<file path="src/common/write_server_regs.svh">
`ifndef WRITE_SERVER_REGS_SVH
`define WRITE_SERVER_REGS_SVH

// ==========================================
// Function and error codes
`define FC_SINGLE 8'h06
`define FC_MULTI 8'h10
`define EXC_FLAG 8'h80
`define EXC_NONE 8'h00
`define EXC_FUNC 8'h01
`define EXC_ADDR 8'h02
`define EXC_VALUE 8'h03
`define EXC_FAIL 8'h04

// ==========================================
// Header field values and register count limits
`define PROTO_MODBUS 16'h0000
`define UNIT_ID 8'h00
`define LEN_SINGLE 16'h0006
`define LEN_RESP 8'h06
`define LEN_ERR 8'h03
`define LEN_MULTI_BASE 16'h0007
`define MULTI_MIN 16'h0001
`define MULTI_MAX 16'h007b

// ==========================================
// Frame byte positions and sizes
`define HDR_LAST 3'h6
`define IDX_FC 16'h0000
`define IDX_VAL_LO 16'h0004
`define IDX_BCOUNT 16'h0005
`define IDX_DATA 16'h0006
`define RESP_BYTES 4'hc
`define ERR_BYTES 4'h9

`endif

</file>
<file path="src/common/write_server_pkg.sv">
`default_nettype none

package write_server_pkg;

  typedef enum logic [1:0] {
    ST_HDR,
    ST_BODY,
    ST_WRITE,
    ST_RESP
  } parse_state_t;

  typedef struct packed {
    logic [15:0] addr;
    logic [15:0] data;
  } wr_req_t;

  typedef struct packed {
    logic [7:0] data;
    logic last;
  } tx_beat_t;

endpackage

`default_nettype wire

</file>
<file path="src/hw/modbus_write_server.sv">
// Behaviour
// (RULE1) Function 06h writes exactly one 16-bit register and its request has length 0006h.
// (RULE2) A single write may target any address and value from 0000h to ffffh.
// (RULE3) A good single write is answered with length 0006h, function 06h and the same address and value.
// (RULE4) Function 10h writes one or more consecutive 16-bit registers.
// (RULE5) The client sends start address, count 0001h to 007bh, byte count twice the count, data and length 0007h+2N.
// (RULE6) A good multiple write is answered with length 0006h, function 10h, start address and count only.
// (RULE7) A failed write is answered with length 0003h, error code 86h or 90h and exception code 01 to 04.
// (RULE8) The first value lands at the start address and each next value at the next address.
// (RULE9) Every answer carries the transaction identifier of its request.
// (RULE10) The protocol identifier is zero in every frame.
// (RULE11) The unit identifier is always zero.
// (RULE12) Every multi-byte field travels most significant byte first.
// (RULE13) A bad register count or byte count draws an error frame instead of a normal answer.
// (RULE14) The error code is the received function code with its top bit set.

`include "write_server_regs.svh"
`default_nettype none

// ==========================================
// Receive FIFO
module rx_fifo #(
  parameter int WIDTH = 8,
  parameter int DEPTH = 16
) (
  input wire logic ref_clk_in,
  input wire logic rst_n_in,
  input wire logic [WIDTH-1:0] in_data_in,
  input wire logic in_valid_in,
  output logic in_ready_out,
  output logic [WIDTH-1:0] out_data_out,
  output logic out_valid_out,
  input wire logic out_ready_in
);
  localparam int AW = $clog2(DEPTH);
  localparam logic [AW:0] FULL_COUNT = (AW+1)'(DEPTH);

  logic [WIDTH-1:0] mem [DEPTH];
  logic [AW-1:0] wr_ptr_reg;
  logic [AW-1:0] rd_ptr_reg;
  logic [AW:0] count_reg;
  logic [AW:0] count_next;
  logic push;
  logic pop;

  assign push = in_valid_in && in_ready_out;
  assign pop = out_valid_out && out_ready_in;
  assign out_data_out = mem[rd_ptr_reg];

  always_comb
  begin
    count_next = count_reg;
    if (push && !pop)
      count_next = count_reg + 1'b1;
    else if (pop && !push)
      count_next = count_reg - 1'b1;
  end

  always_ff @(posedge ref_clk_in)
  begin
    if (push)
      mem[wr_ptr_reg] <= in_data_in;
  end

  // Flags are registered from the next count so full and empty never lag a cycle
  always_ff @(posedge ref_clk_in or negedge rst_n_in)
  begin
    if (!rst_n_in)
    begin
      wr_ptr_reg <= '0;
      rd_ptr_reg <= '0;
      count_reg <= '0;
      in_ready_out <= 1'b1;
      out_valid_out <= 1'b0;
    end
    else
    begin
      if (push)
        wr_ptr_reg <= wr_ptr_reg + 1'b1;
      if (pop)
        rd_ptr_reg <= rd_ptr_reg + 1'b1;
      count_reg <= count_next;
      in_ready_out <= count_next != FULL_COUNT;
      out_valid_out <= count_next != '0;
    end
  end
endmodule

// ==========================================
// Write request interpreter
module modbus_write_server #(
  parameter int FIFO_DEPTH = 16
) (
  input wire logic ref_clk_in,
  input wire logic rst_n_in,
  input wire logic [7:0] rx_byte_in,
  input wire logic rx_valid_in,
  output logic rx_ready_out,
  output write_server_pkg::wr_req_t wr_req_out,
  output logic wr_valid_out,
  input wire logic wr_ready_in,
  input wire logic wr_err_in,
  output write_server_pkg::tx_beat_t tx_beat_out,
  output logic tx_valid_out,
  input wire logic tx_ready_in
);
  import write_server_pkg::*;

  parse_state_t state_reg;
  logic [2:0] hdr_idx_reg;
  logic [15:0] tid_reg;
  logic [15:0] proto_reg;
  logic [15:0] len_reg;
  logic [15:0] rem_reg;
  logic [15:0] body_idx_reg;
  logic [15:0] widx_reg;
  logic [15:0] addr_reg;
  logic [15:0] val_reg;
  logic [7:0] fc_reg;
  logic [7:0] hi_reg;
  logic [7:0] exc_reg;
  logic drop_reg;
  logic [3:0] tx_idx_reg;

  logic [7:0] fifo_data;
  logic fifo_valid;
  logic take;
  logic [7:0] fc_now;
  logic [7:0] exc_next;
  logic issue;
  wr_req_t wr_next;
  logic [3:0] tx_total;
  logic tx_adv;
  logic tx_done;

  // Bytes queue here while the storage stalls a write
  rx_fifo #(
    .WIDTH(8),
    .DEPTH(FIFO_DEPTH)
  ) u_rx_fifo (
    .ref_clk_in(ref_clk_in),
    .rst_n_in(rst_n_in),
    .in_data_in(rx_byte_in),
    .in_valid_in(rx_valid_in),
    .in_ready_out(rx_ready_out),
    .out_data_out(fifo_data),
    .out_valid_out(fifo_valid),
    .out_ready_in(state_reg == ST_HDR || state_reg == ST_BODY)
  );

  assign take = fifo_valid && (state_reg == ST_HDR || state_reg == ST_BODY);

  // ==========================================
  // Body byte decode
  always_comb
  begin
    fc_now = (body_idx_reg == `IDX_FC) ? fifo_data : fc_reg;
    exc_next = exc_reg;
    issue = 1'b0;
    wr_next = wr_req_out;
    if (!drop_reg && exc_reg == `EXC_NONE)
    begin
      if (body_idx_reg == `IDX_FC && fifo_data != `FC_SINGLE && fifo_data != `FC_MULTI)
        exc_next = `EXC_FUNC;
      if (fc_now == `FC_SINGLE && body_idx_reg == `IDX_VAL_LO)
      begin
        if (len_reg != `LEN_SINGLE) // RULE1
          exc_next = `EXC_VALUE;
        else
        begin
          issue = 1'b1; // RULE2
          wr_next.addr = addr_reg;
          wr_next.data = {hi_reg, fifo_data}; // RULE12
        end
      end
      if (fc_now == `FC_MULTI && body_idx_reg == `IDX_BCOUNT)
      begin
        if (val_reg < `MULTI_MIN || val_reg > `MULTI_MAX || {8'h00, fifo_data} != {val_reg[14:0], 1'b0}
            || len_reg != `LEN_MULTI_BASE + {val_reg[14:0], 1'b0}) // RULE5
          exc_next = `EXC_VALUE; // RULE13
      end
      if (fc_now == `FC_MULTI && body_idx_reg >= `IDX_DATA && body_idx_reg[0])
      begin
        issue = 1'b1; // RULE4
        wr_next.addr = addr_reg + widx_reg; // RULE8
        wr_next.data = {hi_reg, fifo_data};
      end
      // A frame that ends after its function code but before its other fixed fields are complete is refused
      if (rem_reg == 16'h0001 && !issue && exc_next == `EXC_NONE
          && body_idx_reg < ((fc_now == `FC_SINGLE) ? `IDX_VAL_LO : `IDX_BCOUNT))
        exc_next = `EXC_VALUE; // RULE13
    end
  end

  // ==========================================
  // Frame parser
  always_ff @(posedge ref_clk_in or negedge rst_n_in)
  begin
    if (!rst_n_in)
    begin
      state_reg <= ST_HDR;
      hdr_idx_reg <= 3'h0;
      tid_reg <= 16'h0000;
      proto_reg <= 16'h0000;
      len_reg <= 16'h0000;
      rem_reg <= 16'h0000;
      body_idx_reg <= 16'h0000;
      widx_reg <= 16'h0000;
      addr_reg <= 16'h0000;
      val_reg <= 16'h0000;
      fc_reg <= 8'h00;
      hi_reg <= 8'h00;
      exc_reg <= `EXC_NONE;
      drop_reg <= 1'b0;
    end
    else
    begin
      unique case (state_reg)
        ST_HDR:
        begin
          if (take)
          begin
            hdr_idx_reg <= (hdr_idx_reg == `HDR_LAST) ? 3'h0 : hdr_idx_reg + 3'h1;
            unique case (hdr_idx_reg)
              3'h0: tid_reg[15:8] <= fifo_data; // RULE12
              3'h1: tid_reg[7:0] <= fifo_data;
              3'h2: proto_reg[15:8] <= fifo_data;
              3'h3: proto_reg[7:0] <= fifo_data;
              3'h4: len_reg[15:8] <= fifo_data;
              3'h5: len_reg[7:0] <= fifo_data;
              default:
              begin
                // Frames for another protocol or unit are swallowed without answer
                drop_reg <= proto_reg != `PROTO_MODBUS || fifo_data != `UNIT_ID; // RULE10 RULE11
                rem_reg <= len_reg - 16'h0001;
                body_idx_reg <= 16'h0000;
                widx_reg <= 16'h0000;
                exc_reg <= `EXC_NONE;
                if (len_reg > 16'h0001)
                  state_reg <= ST_BODY;
              end
            endcase
          end
        end
        ST_BODY:
        begin
          if (take)
          begin
            rem_reg <= rem_reg - 16'h0001;
            body_idx_reg <= body_idx_reg + 16'h0001;
            hi_reg <= fifo_data;
            exc_reg <= exc_next;
            unique case (body_idx_reg)
              16'h0000: fc_reg <= fifo_data;
              16'h0001: addr_reg[15:8] <= fifo_data;
              16'h0002: addr_reg[7:0] <= fifo_data;
              16'h0003: val_reg[15:8] <= fifo_data;
              16'h0004: val_reg[7:0] <= fifo_data;
              default: ;
            endcase
            if (issue)
            begin
              widx_reg <= widx_reg + 16'h0001;
              state_reg <= ST_WRITE;
            end
            else if (rem_reg == 16'h0001)
              state_reg <= drop_reg ? ST_HDR : ST_RESP;
          end
        end
        ST_WRITE:
        begin
          if (wr_ready_in)
          begin
            // Later words of a refused multiple write are consumed but not stored
            if (wr_err_in && exc_reg == `EXC_NONE)
              exc_reg <= `EXC_ADDR; // RULE7
            state_reg <= (rem_reg == 16'h0000) ? ST_RESP : ST_BODY;
          end
        end
        ST_RESP:
        begin
          if (tx_done)
            state_reg <= ST_HDR;
        end
      endcase
    end
  end

  // ==========================================
  // Storage write port
  always_ff @(posedge ref_clk_in or negedge rst_n_in)
  begin
    if (!rst_n_in)
    begin
      wr_req_out <= '0;
      wr_valid_out <= 1'b0;
    end
    else if (state_reg == ST_BODY && take && issue)
    begin
      wr_req_out <= wr_next;
      wr_valid_out <= 1'b1;
    end
    else if (wr_ready_in)
      wr_valid_out <= 1'b0;
  end

  // ==========================================
  // Response builder
  function automatic logic [7:0] resp_byte(input logic [3:0] idx);
    logic err;
    err = exc_reg != `EXC_NONE;
    unique case (idx)
      4'h0: resp_byte = tid_reg[15:8]; // RULE9
      4'h1: resp_byte = tid_reg[7:0];
      4'h2: resp_byte = 8'(`PROTO_MODBUS >> 8); // RULE10
      4'h3: resp_byte = 8'h00;
      4'h4: resp_byte = 8'h00;
      4'h5: resp_byte = err ? `LEN_ERR : `LEN_RESP; // RULE3 RULE6 RULE7
      4'h6: resp_byte = `UNIT_ID; // RULE11
      4'h7: resp_byte = err ? (fc_reg | `EXC_FLAG) : fc_reg; // RULE14
      4'h8: resp_byte = err ? exc_reg : addr_reg[15:8]; // RULE12
      4'h9: resp_byte = addr_reg[7:0];
      4'ha: resp_byte = val_reg[15:8]; // RULE3 RULE6
      default: resp_byte = val_reg[7:0];
    endcase
  endfunction

  assign tx_total = (exc_reg != `EXC_NONE) ? `ERR_BYTES : `RESP_BYTES;
  assign tx_adv = state_reg == ST_RESP && (!tx_valid_out || tx_ready_in);
  assign tx_done = tx_adv && tx_idx_reg == tx_total;

  always_ff @(posedge ref_clk_in or negedge rst_n_in)
  begin
    if (!rst_n_in)
    begin
      tx_idx_reg <= 4'h0;
      tx_beat_out <= '0;
      tx_valid_out <= 1'b0;
    end
    else if (tx_adv)
    begin
      if (tx_done)
      begin
        tx_idx_reg <= 4'h0;
        tx_valid_out <= 1'b0;
      end
      else
      begin
        tx_idx_reg <= tx_idx_reg + 4'h1;
        tx_beat_out.data <= resp_byte(tx_idx_reg);
        tx_beat_out.last <= tx_idx_reg == tx_total - 4'h1;
        tx_valid_out <= 1'b1;
      end
    end
  end
endmodule

`default_nettype wire

</file>
<file path="config.mk">
export PLATFORM = sky130hd
export DESIGN_NAME = modbus_write_server
export DESIGN_NICKNAME = d
export VERILOG_FILES = /design/src/common/write_server_pkg.sv /design/src/hw/modbus_write_server.sv
export VERILOG_INCLUDE_DIRS = /design/src /design/src/common
export SDC_FILE = /design/constraint.sdc
export NUM_CORES = 1
export LEC_CHECK = 0
export BUFFER_PORTS_ARGS = -buffer_cell sky130_fd_sc_hd__clkbuf_2
export CAP_MARGIN = 10
export CORE_MARGIN = 1
export CORE_UTILIZATION = 25
export DETAILED_ROUTE_END_ITERATION = 10
export PLACE_DENSITY = 0.36
export RECOVER_POWER = 50
export SETUP_SLACK_MARGIN = 0.2
export SLEW_MARGIN = 5
export SYNTH_ARGS = -nofsm -noshare
export SYNTH_HDL_FRONTEND = slang
export SYNTH_SLANG_ARGS = --single-unit
</file>
<file path="constraint.sdc">
create_clock -name ref_clk_in -period 4.5 [get_ports ref_clk_in]
set_input_delay 0.675 -clock ref_clk_in [delete_from_list [all_inputs] [get_ports ref_clk_in]]
set_output_delay 0.675 -clock ref_clk_in [all_outputs]
set_load 0.02 [all_outputs]
</file>
==> impl_metrics.ini, run 1 <==
[outcome]
outcome = finished, violations left
violations = max-capacitance violations, max-slew violations

[grt]
grt_pass1_wl_microns = 81300
grt.total_usage_pct = 15.40
grt_pass1_vias = 12500
gr-total-overflow = 0
antenna_found_initial = 0
grt_max_degree = 88

[timing]
rsz0062_at_grt = false
setup_viol = 0
finalCritPeriodShare_pct = 82.10
slew_violations = 87
max_slew_margin_pct = -69.16
fin_skew_ps = 23.10
hold_viol_final = 0
min_period_ps = 3694
worst_pin_slew_ps = 2537
fmax_mhz = 270.7
setup_tns_ps = 0

[clock_network]
cts_tree = done
cts_num_sinks = 348
cts_resized = 0
clk_pin_slew_ps = 60
cts_inserted_buffers = 44
max-clock-path-buffers = 3
worstSkewPairLatency_ps = 570
post_cts_buffers = 0
ctsHoldBuffers = 0
htreeDepth = 2
ctsRootBufferMaster = clkbuf_16

[layout]
drive_gt1_share_pct = 11.87
finalNonFillerCells = 2568
regMostFlops = u_rx_fifo.mem
largest_reg_flops = 128
nFillCells = 6956
fin_nets = 1714
reg.largest.list = u_rx_fifo.mem (128), wr_req_out (32)
syn2layout_area_growth_pct = 16.20

[placed_design]
portBuffers = 57
placed_cells = 2484
post-dp-hpwl_microns = 37920
finalWeightedCongestion = 0.8130

[floorplanning]
core-area_sq_um = 67630
rows = 95
die-area_sq_um = 69990
io_pins = 58
die_w_microns = 264.6
initial_utilization_pct = 25.48
die_y_microns = 264.6

[synth]
yosysWarningCount = 0
yosys.cell_count.top_type = nand2_1
synth_seq_cells = 348
synthTopCellsByCount = 220 x nand2_1, 219 x dfrtp_1, 154 x o21ai_0, 128 x edfxtp_1, 105 x nor2_1
ys_top_cells_by_area = dfrtp_1 32%, edfxtp_1 22%, nand2_1 4.8%
synth_fp_nets = 1658
ys_types = 80
syn_inst = 1601
yosysSeqAreaShare_pct = 54.25
syn-cell-area_sq_um = 17230
yosysTopAreaCell = dfrtp_1
synth_edf_count = 128
avgSynthCellArea_sq_um = 10.76
synth_top_area_share_pct = 31.80
synthFlopType = dfrtp_1
async_flop_share_pct = 63.22

[pwr]
p_leak_nw = 7.936
powerDensity_nw_per_um2 = 707.6
ir_drop_v = 0.0002710
fin_total_pwr_w = 0.01417

[worst_setup_path]
cp.arrival_ps = 4120
rrSetupSlack_ps = 810
critPathMaxFanout = 31
r2r_end = state_reg[0]
worstReg2RegStart = u_rx_fifo.rd_ptr_reg[3]
cp.required_ps = 4930
cp-end-kind = flop
rr_worst_depth = 11
crit_type = reg -> reg
worst_setup_path_start_kind = flop

[detailed_routing]
post_drt_via_cell_ratio = 4.806
postRouteAntennaNets = 0
wl_microns = 53450
dr.pass1.iters = 5
dr.first_iter.drc_count = 654
drc_errors = 0
num_vias = 12340
wl_per_cell_microns = 20.81

[worst_hold_path]
min_from = wr_ready_in
hp-class = in -> reg
holdPathStages = 2
min_to = wr_valid_out

[flow_run]
maxCapViolations = 1
==> report_power, final <==
group          switching, W  leakage, nW  total, W  internal (W)
Sequential         0.000971         4.01   0.00502       0.00404
Combinational       0.00356         3.19   0.00554       0.00197
Clock               0.00138        0.740   0.00361       0.00223
==> cell usage in the layout, fill, tap and decap left out, types with 7 or more instances in the layout <==
cell type / n
o211ai_1: 9
nand3_1: 41
nand2b_1: 9
o21a_1: 8
nor2b_1: 12
o21ai_0: 154
nor3b_1: 11
mux2_2: 13
and4_1: 7
ha_1: 42
nand4_1: 13
and3_1: 21
edfxtp_1: 128
a31oi_1: 10
nor4_1: 20
clkbuf_1: 31
a22oi_1: 11
a22o_1: 9
mux4_2: 20
o31ai_1: 8
inv_1: 47
xnor2_1: 47
dfrtp_1: 217
nor2_1: 105
a222oi_1: 8
clkbuf_8: 8
mux2i_1: 44
clkbuf_16: 46
and2_1: 25
clkbuf_2: 40
nand2_1: 220
buf_4: 33
clkinv_2: 9
xor2_1: 36
or3_1: 8
nor3_1: 41
a21oi_1: 57
==> logic make-up after synthesis <==
kind of cell / share of synthesized area, %
DFF: 54.25
adders and majority gates: 3.165
xor gates and xnor gates: 4.218
muxes: 6.323
and+or+nand+nor: 16.13
AOI/OAI and AO/OA: 12.72
buffers and inverters: 3.187
==> worst max path at each step <==
stage,from,endpoint,slack (ps)
4_1_cts,u_rx_fifo.rd_ptr_reg[3],exc_reg[0],790
5_1_grt,u_rx_fifo.rd_ptr_reg[3],widx_reg[4],510
3_3_place_gp,u_rx_fifo.rd_ptr_reg[3],exc_reg[0],840
2_1_floorplan,val_reg[0],exc_reg[0],1310
3_5_place_dp,u_rx_fifo.rd_ptr_reg[3],exc_reg[0],780
6_report,u_rx_fifo.rd_ptr_reg[3],state_reg[0],810
==> area by class of cell <==
| cell class | instances | area [sq um] | share of cell area (%) |
|---|---|---|---|
| inverter | 48 | 180.2 | 0.8997 |
| timing repair buffer | 94 | 559.3 | 2.793 |
| multi-input combinational | 1121 | 7341 | 36.66 |
| antenna | 2 | 5.005 | 0.02499 |
| sequential | 348 | 9353 | 46.70 |
| tap | 873 | 1092 | 5.455 |
| clock buffer | 66 | 1306 | 6.523 |
| clock inverter | 16 | 188.9 | 0.9435 |
==> routing by layer <==
layer  track usage (%)  up-vias  wire, microns
met4             4.777        0           1327
met5                 0        -              0
met3             2.276       78           1538
met2             26.02      204          25670
li1                  -     5970              -
met1             20.22     6089          24910
==> metrics by stage <==
| step | instance area, sq um | util [%] | worst slack [ps] | hold WS (ps) |
|---|---|---|---|---|
| final | 20030 | 29.61 | 805.6 | 404.5 |
| after global routing | 20020 | 29.60 | 508.6 | 392.1 |
| after CTS | 20060 | 29.66 | 793.3 | 156.8 |
| after detailed placement | 18560 | 27.45 | 780.2 | 455.7 |
| after global placement | 18560 | 27.45 | 835.0 | 456.2 |
| after floorplan | 17230 | - | 1310 | 379.4 |
==> worst max-delay path, stage by stage (launching register included) <==
cell and delay, ps:
dfrtp_2 850, buf_4 420, mux2_2 230, nor2_1 40, a2bb2o_1 240, o211ai_1 210, nand3_1 220, a41oi_2 790
buf_4 240, nand2_1 80, a31oi_1 170, a41oi_1 60
Note: power is estimated with default switching activity, not from simulation.
==> inputs of run 2 (changes only) <==
- clock period: 4.5 -> 3.8 ns (I/O delays scaled with it)
==> run 2 against run 1 <==
  * The run still ends with max-capacitance violations, max-slew violations left
  * Register-to-register slack got worse by 430 ps
  * Maximum frequency increased by 7.9%
  * Cell count increased by 0.74%
  * Total power increased by 18%
  * Hold slack got worse by 130 ps
  * Core utilization increased by 0.16 points
  * Non-clock buffer count increased by 29
  * Cell area increased by 0.52%
  * Via count increased by 0.39%
  * Sequential power increased by 15%
  * Clock skew increased by 5.7 ps
  * Largest power group unchanged
==> impl_metrics.ini, run 2 (synthesis results as in run 1) <==
[pwr]
p_comb_share_pct = 41.4
clkPwrFrac_pct = 24.2
p_int_w = 0.009718
powerDensity_nw_per_um2 = 833.0
swShare_pct = 42.05
seqPwrFrac_pct = 34.4
ir_drop_v = 0.0003214
p_leak_nw = 7.989
power.switching_w = 0.007052

[grt]
gr-total-overflow = 0
grt.total_usage_pct = 15.69
grt_pass1_vias = 12560
grt_pass1_wl_microns = 82530
antenna_found_initial = 0
grt_max_degree = 87

[layout]
nFillCells = 7012
drive_gt1_share_pct = 12.49
regMostFlops = u_rx_fifo.mem
final_common_cell = nand2_1
syn2layout_area_growth_pct = 16.81
finalNonFillerCells = 2587
final_cell_mix = 220 x nand2_1, 217 x dfrtp_1, 154 x o21ai_0
fin_nets = 1742
largest_reg_flops = 128
reg.largest.list = u_rx_fifo.mem (128), wr_req_out (32)
antenna_cells = 0

[worst_setup_path]
rrSetupSlack_ps = 370
r2r_end = wr_req_out[30]
worst_setup_path_start_kind = flop
cp.required_ps = 4280
worstReg2RegStart = u_rx_fifo.rd_ptr_reg[2]
critPathMaxFanout = 28
rr_worst_depth = 10
crit_path_end = wr_req_out[30]
crit_path_start = u_rx_fifo.rd_ptr_reg[2]
cp.arrival_ps = 3900
cp-end-kind = flop
crit_type = reg -> reg

[clock_network]
clk_pin_slew_ps = 60
cts_inserted_buffers = 43
worstSkewPairLatency_ps = 580
ctsRootBufferMaster = clkbuf_16
max-clock-path-buffers = 3
htreeDepth = 2
ctsHoldBuffers = 0
cts_tree = done
cts_num_sinks = 348

[placed_design]
post-dp-hpwl_microns = 38830
placed_cells = 2510
portBuffers = 57
dp_slack_ps = 357.5
finalWeightedCongestion = 0.8224

[timing]
setup_tns_ps = 0
worst_slack_ps = 374.6
rsz0062_at_grt = true
fin_skew_ps = 28.83
max_slew_margin_pct = -68.18
min_period_ps = 3425
worst_pin_slew_ps = 2523
finalCritPeriodShare_pct = 90.14
holdWs_ps = 278.7
hold_viol_final = 0
setup_viol = 0
fmax_mhz = 291.9
slew_violations = 85

[flow_run]
maxCapViolations = 1

[outcome]
violations = max-capacitance violations, max-slew violations
outcome = finished, violations left

[worst_hold_path]
hp-class = in -> reg

[floorplanning]
core-area_sq_um = 67630
rows = 95
die_w_microns = 264.6
io_pins = 58
die-area_sq_um = 69990
initial_utilization_pct = 25.48
die_y_microns = 264.6

[detailed_routing]
dr.pass1.iters = 5
num_vias = 12390
drc_errors = 0
wl_microns = 54170
post_drt_via_cell_ratio = 4.789
postRouteAntennaNets = 0
dr.first_iter.drc_count = 876
wl_per_cell_microns = 20.94
run 2: how the worst min path moves through the flow:
stage | from | endpoint | slack (ps) | cells past startpoint
after floorplan | rst_n_in | addr_reg[0] | 270 | 0
after global placement | wr_req_out[8] | wr_req_out[8] | 460 | 2
after detailed placement | wr_req_out[12] | wr_req_out[12] | 460 | 2
after CTS | rst_n_in | wr_req_out[27] | 10 | 1
after global routing | wr_ready_in | wr_valid_out | 270 | 2
final | wr_ready_in | wr_valid_out | 280 | 2
run 2: critical path, stage by stage (launching register included):
cell and delay [ps]:
dfrtp_2 540, mux4_1 670, nor2_1 130, a22o_1 220
mux2i_1 120, a221oi_2 480, and2_1 310, nand4_1 260
buf_12 260, mux2_2 270, o31ai_1 60
run 2: metrics by stage:
step	power [W]	area, sq um	util (%)
floorplan	0.009877	17230	-
global placement	0.01291	18800	27.79
detailed placement	0.01291	18800	27.79
CTS	0.01706	20150	29.79
global route	0.01791	20130	29.76
finish	0.01677	20130	29.76
run 2: layout make-up:
type | instances | area (sq um) | area share (%)
Clock inverter | 12 | 146.4 | 0.7272
Inverter | 48 | 180.2 | 0.8950
Timing Repair Buffer | 123 | 808.3 | 4.015
Sequential cell | 348 | 9355 | 46.47
Multi-Input combinational cell | 1121 | 7341 | 36.47
Tap cell | 873 | 1092 | 5.426
Clock buffer | 62 | 1207 | 5.998
run 2: power groups by stage:
stage / clock network [W] / logic, W / registers (W)
5_1_grt: 0.00432 / 0.00768 / 0.00590
6_report: 0.00405 / 0.00695 / 0.00577
3_5_place_dp: 0 / 0.00705 / 0.00586
2_1_floorplan: 0 / 0.00447 / 0.00540
3_3_place_gp: 0 / 0.00705 / 0.00586
4_1_cts: 0.00419 / 0.00707 / 0.00580
run 2: repair_timing:
action	in CTS	in global routing
endpoints found under the setup margin	0	8
buffers inserted	0	3
resized for setup	0	1
run 2: metal layers:
metal  routed length, microns  track usage [%]  vias to the layer above
met2                    26380            26.62                      196
met5                        0                0                        -
met3                     1739            2.276                       72
met1                    24680            20.54                     6122
li1                         -                -                     5999
met4                     1362            4.840                        0
==> inputs of run 3 (changes only) <==
- CORE_ASPECT_RATIO: not set -> 1.25
- MAX_ROUTING_LAYER: not set -> met4
==> run 3 against run 2 <==
  * Sequential share of layout area is 0.15 points lower
  * Non-clock buffer count is 7 higher
  * The flow still finishes with violations (max-capacitance violations, max-slew violations)
  * Critical path depth stayed put
  * First-iteration DRC count is 22% lower
  * Total power is 0.13% lower
  * Highest routed layer unchanged
  * Clock-buffer cell count is 6 lower
  * Wire length is 2.3% higher
  * Sequential power hardly changed
  * Maximum frequency is 1.1% lower
  * Die area hardly changed
  * Cell count is 0.31% higher
  * Critical endpoint unchanged
  * Via count is 2.0% higher
==> impl_metrics.ini, run 3 (synthesis results as in run 1) <==
[outcome]
outcome = finished, violations left
violations = max-capacitance violations, max-slew violations

[layout]
utilization_pct = 29.64
nFillCells = 7040
syn2layout_area_growth_pct = 17.21
final_common_cell = nand2_1
reg.largest.list = u_rx_fifo.mem (128), wr_req_out (32)
largest_reg_flops = 128
antenna_cells = 0
drive_gt1_share_pct = 13.64
fin_nets = 1748
final_cell_mix = 220 x nand2_1, 217 x dfrtp_1, 155 x o21ai_0
regArea_sq_um = 9358
fin_area_sq_um = 20200
regMostFlops = u_rx_fifo.mem
multi_input_area_sq_um = 7353

[detailed_routing]
num_vias = 12640
postRouteAntennaNets = 0
dr.first_iter.drc_count = 681
wl_per_cell_microns = 21.36
post_drt_via_cell_ratio = 4.869
wl_microns = 55420
drc_errors = 0
dr.pass1.iters = 7

[clock_network]
cts_num_sinks = 348
cts_inserted_buffers = 42
ctsHoldBuffers = 0
ctsRootBufferMaster = clkbuf_16
cts_tree = done
worstSkewPairLatency_ps = 600
htreeDepth = 2
max-clock-path-buffers = 3
clk_pin_slew_ps = 60

[floorplanning]
die-area_sq_um = 70000
rows = 107
die_w_microns = 236.8
die_y_microns = 295.6
io_pins = 58
core-area_sq_um = 68140
initial_utilization_pct = 25.29

[worst_setup_path]
cp.required_ps = 4300
critPathMaxFanout = 51
cp-end-kind = flop
worst_setup_path_start_kind = flop
crit_type = reg -> reg
cp.arrival_ps = 3960

[timing]
fmax_mhz = 288.8
slew_violations = 90
setup_viol = 0
setup_tns_ps = 0
max_slew_margin_pct = -68.46
hold_viol_final = 0
worst_pin_slew_ps = 2527
rsz0062_at_grt = false
fin_skew_ps = 52.42
finalCritPeriodShare_pct = 91.12
min_period_ps = 3462

[worst_hold_path]
hp-class = in -> reg

[placed_design]
portBuffers = 57
placed_area_sq_um = 18850
post-dp-hpwl_microns = 40000
finalWeightedCongestion = 0.8173

[grt]
grt_pass1_vias = 13070
grt_max_degree = 91
use_met2_pct = 28.66
use_met3_pct = 2.372
top_usage_layer = met2
grt.total_usage_pct = 16.58
gr-total-overflow = 0
grt_pass1_wl_microns = 84230
antenna_found_initial = 0
met1_usage_pct = 19.23

[pwr]
powerDensity_nw_per_um2 = 829.1
ir_drop_v = 0.0003559
p_leak_nw = 8.057

[flow_run]
maxCapViolations = 1
run 3: changes by cell type in the layout (fill, tap and decap cells not counted), moves of 2 or more:
cell	before	now
clkbuf_1	39	27
clkinv_4	0	2
inv_6	3	1
buf_4	60	64
clkinv_2	3	6
clkbuf_2	32	44
inv_16	0	2
clkinv_1	2	4
run 3: power breakdown:
part           switching, W  leakage, nW  total, W  internal [W]
clock               0.00172        0.666   0.00402       0.00230
combinational       0.00444         3.38   0.00697       0.00253
sequential         0.000960         4.01   0.00576       0.00480
total               0.00712         8.06    0.0167       0.00963
run 3: repair_timing:
action / 4_1_cts / 5_1_grt
buffers inserted: 0 / 3
endpoints found under the setup margin: 0 / 5
resized for setup: 0 / 5
run 3: metrics by stage:
stage / total power, W / setup WS, ps / cells / hold slack, ps
after floorplan: 0.009877 / 610.1 / 1601 / 274.4
after global placement: 0.01291 / 271.0 / 2516 / 457.4
after detailed placement: 0.01293 / 320.2 / 2516 / 459.9
after CTS: 0.01708 / 298.1 / 2592 / 2.758
after global routing: 0.01789 / 183.0 / 2595 / 311.6
final: 0.01675 / 337.5 / 2595 / 290.8
run 3: layout make-up:
cell class	count	area share [%]
tap	872	5.401
inverter	48	0.8919
timing repair buffer	130	4.199
multi-input combinational	1121	36.40
clock inverter	20	1.072
clock buffer	56	5.711
sequential	348	46.32
run 3: critical path: stages (launching register included):
cell      delay [ps]
dfrtp_1          430
nor4_2           490
and4_1           360
and3b_1          440
mux2i_1          150
a221oi_2         390
and2_1           300
nand4_1          180
buf_12           250
mux2_2           290
o31ai_1           60
run 3: path summary, 6_finish.rpt:
kind,startpoint,endpoint,slack [ps],depth (start not counted)
worst min-delay path,wr_ready_in,wr_valid_out,290,2
max in group asynchronous,rst_n_in,u_rx_fifo.out_valid_out,890,2
min in group asynchronous,rst_n_in,wr_req_out[28],690,1
worst min register to register,wr_req_out[8],wr_req_out[8],470,2
worst max-delay path,body_idx_reg[11],wr_req_out[30],340,10
worst max register to register,body_idx_reg[11],wr_req_out[30],340,10
run 3: per-layer routing:
layer	up-vias	share of wire, %
met5	-	0
met4	0	4.3
met3	113	3.3
met2	235	51
met1	6264	42
li1	6024	-
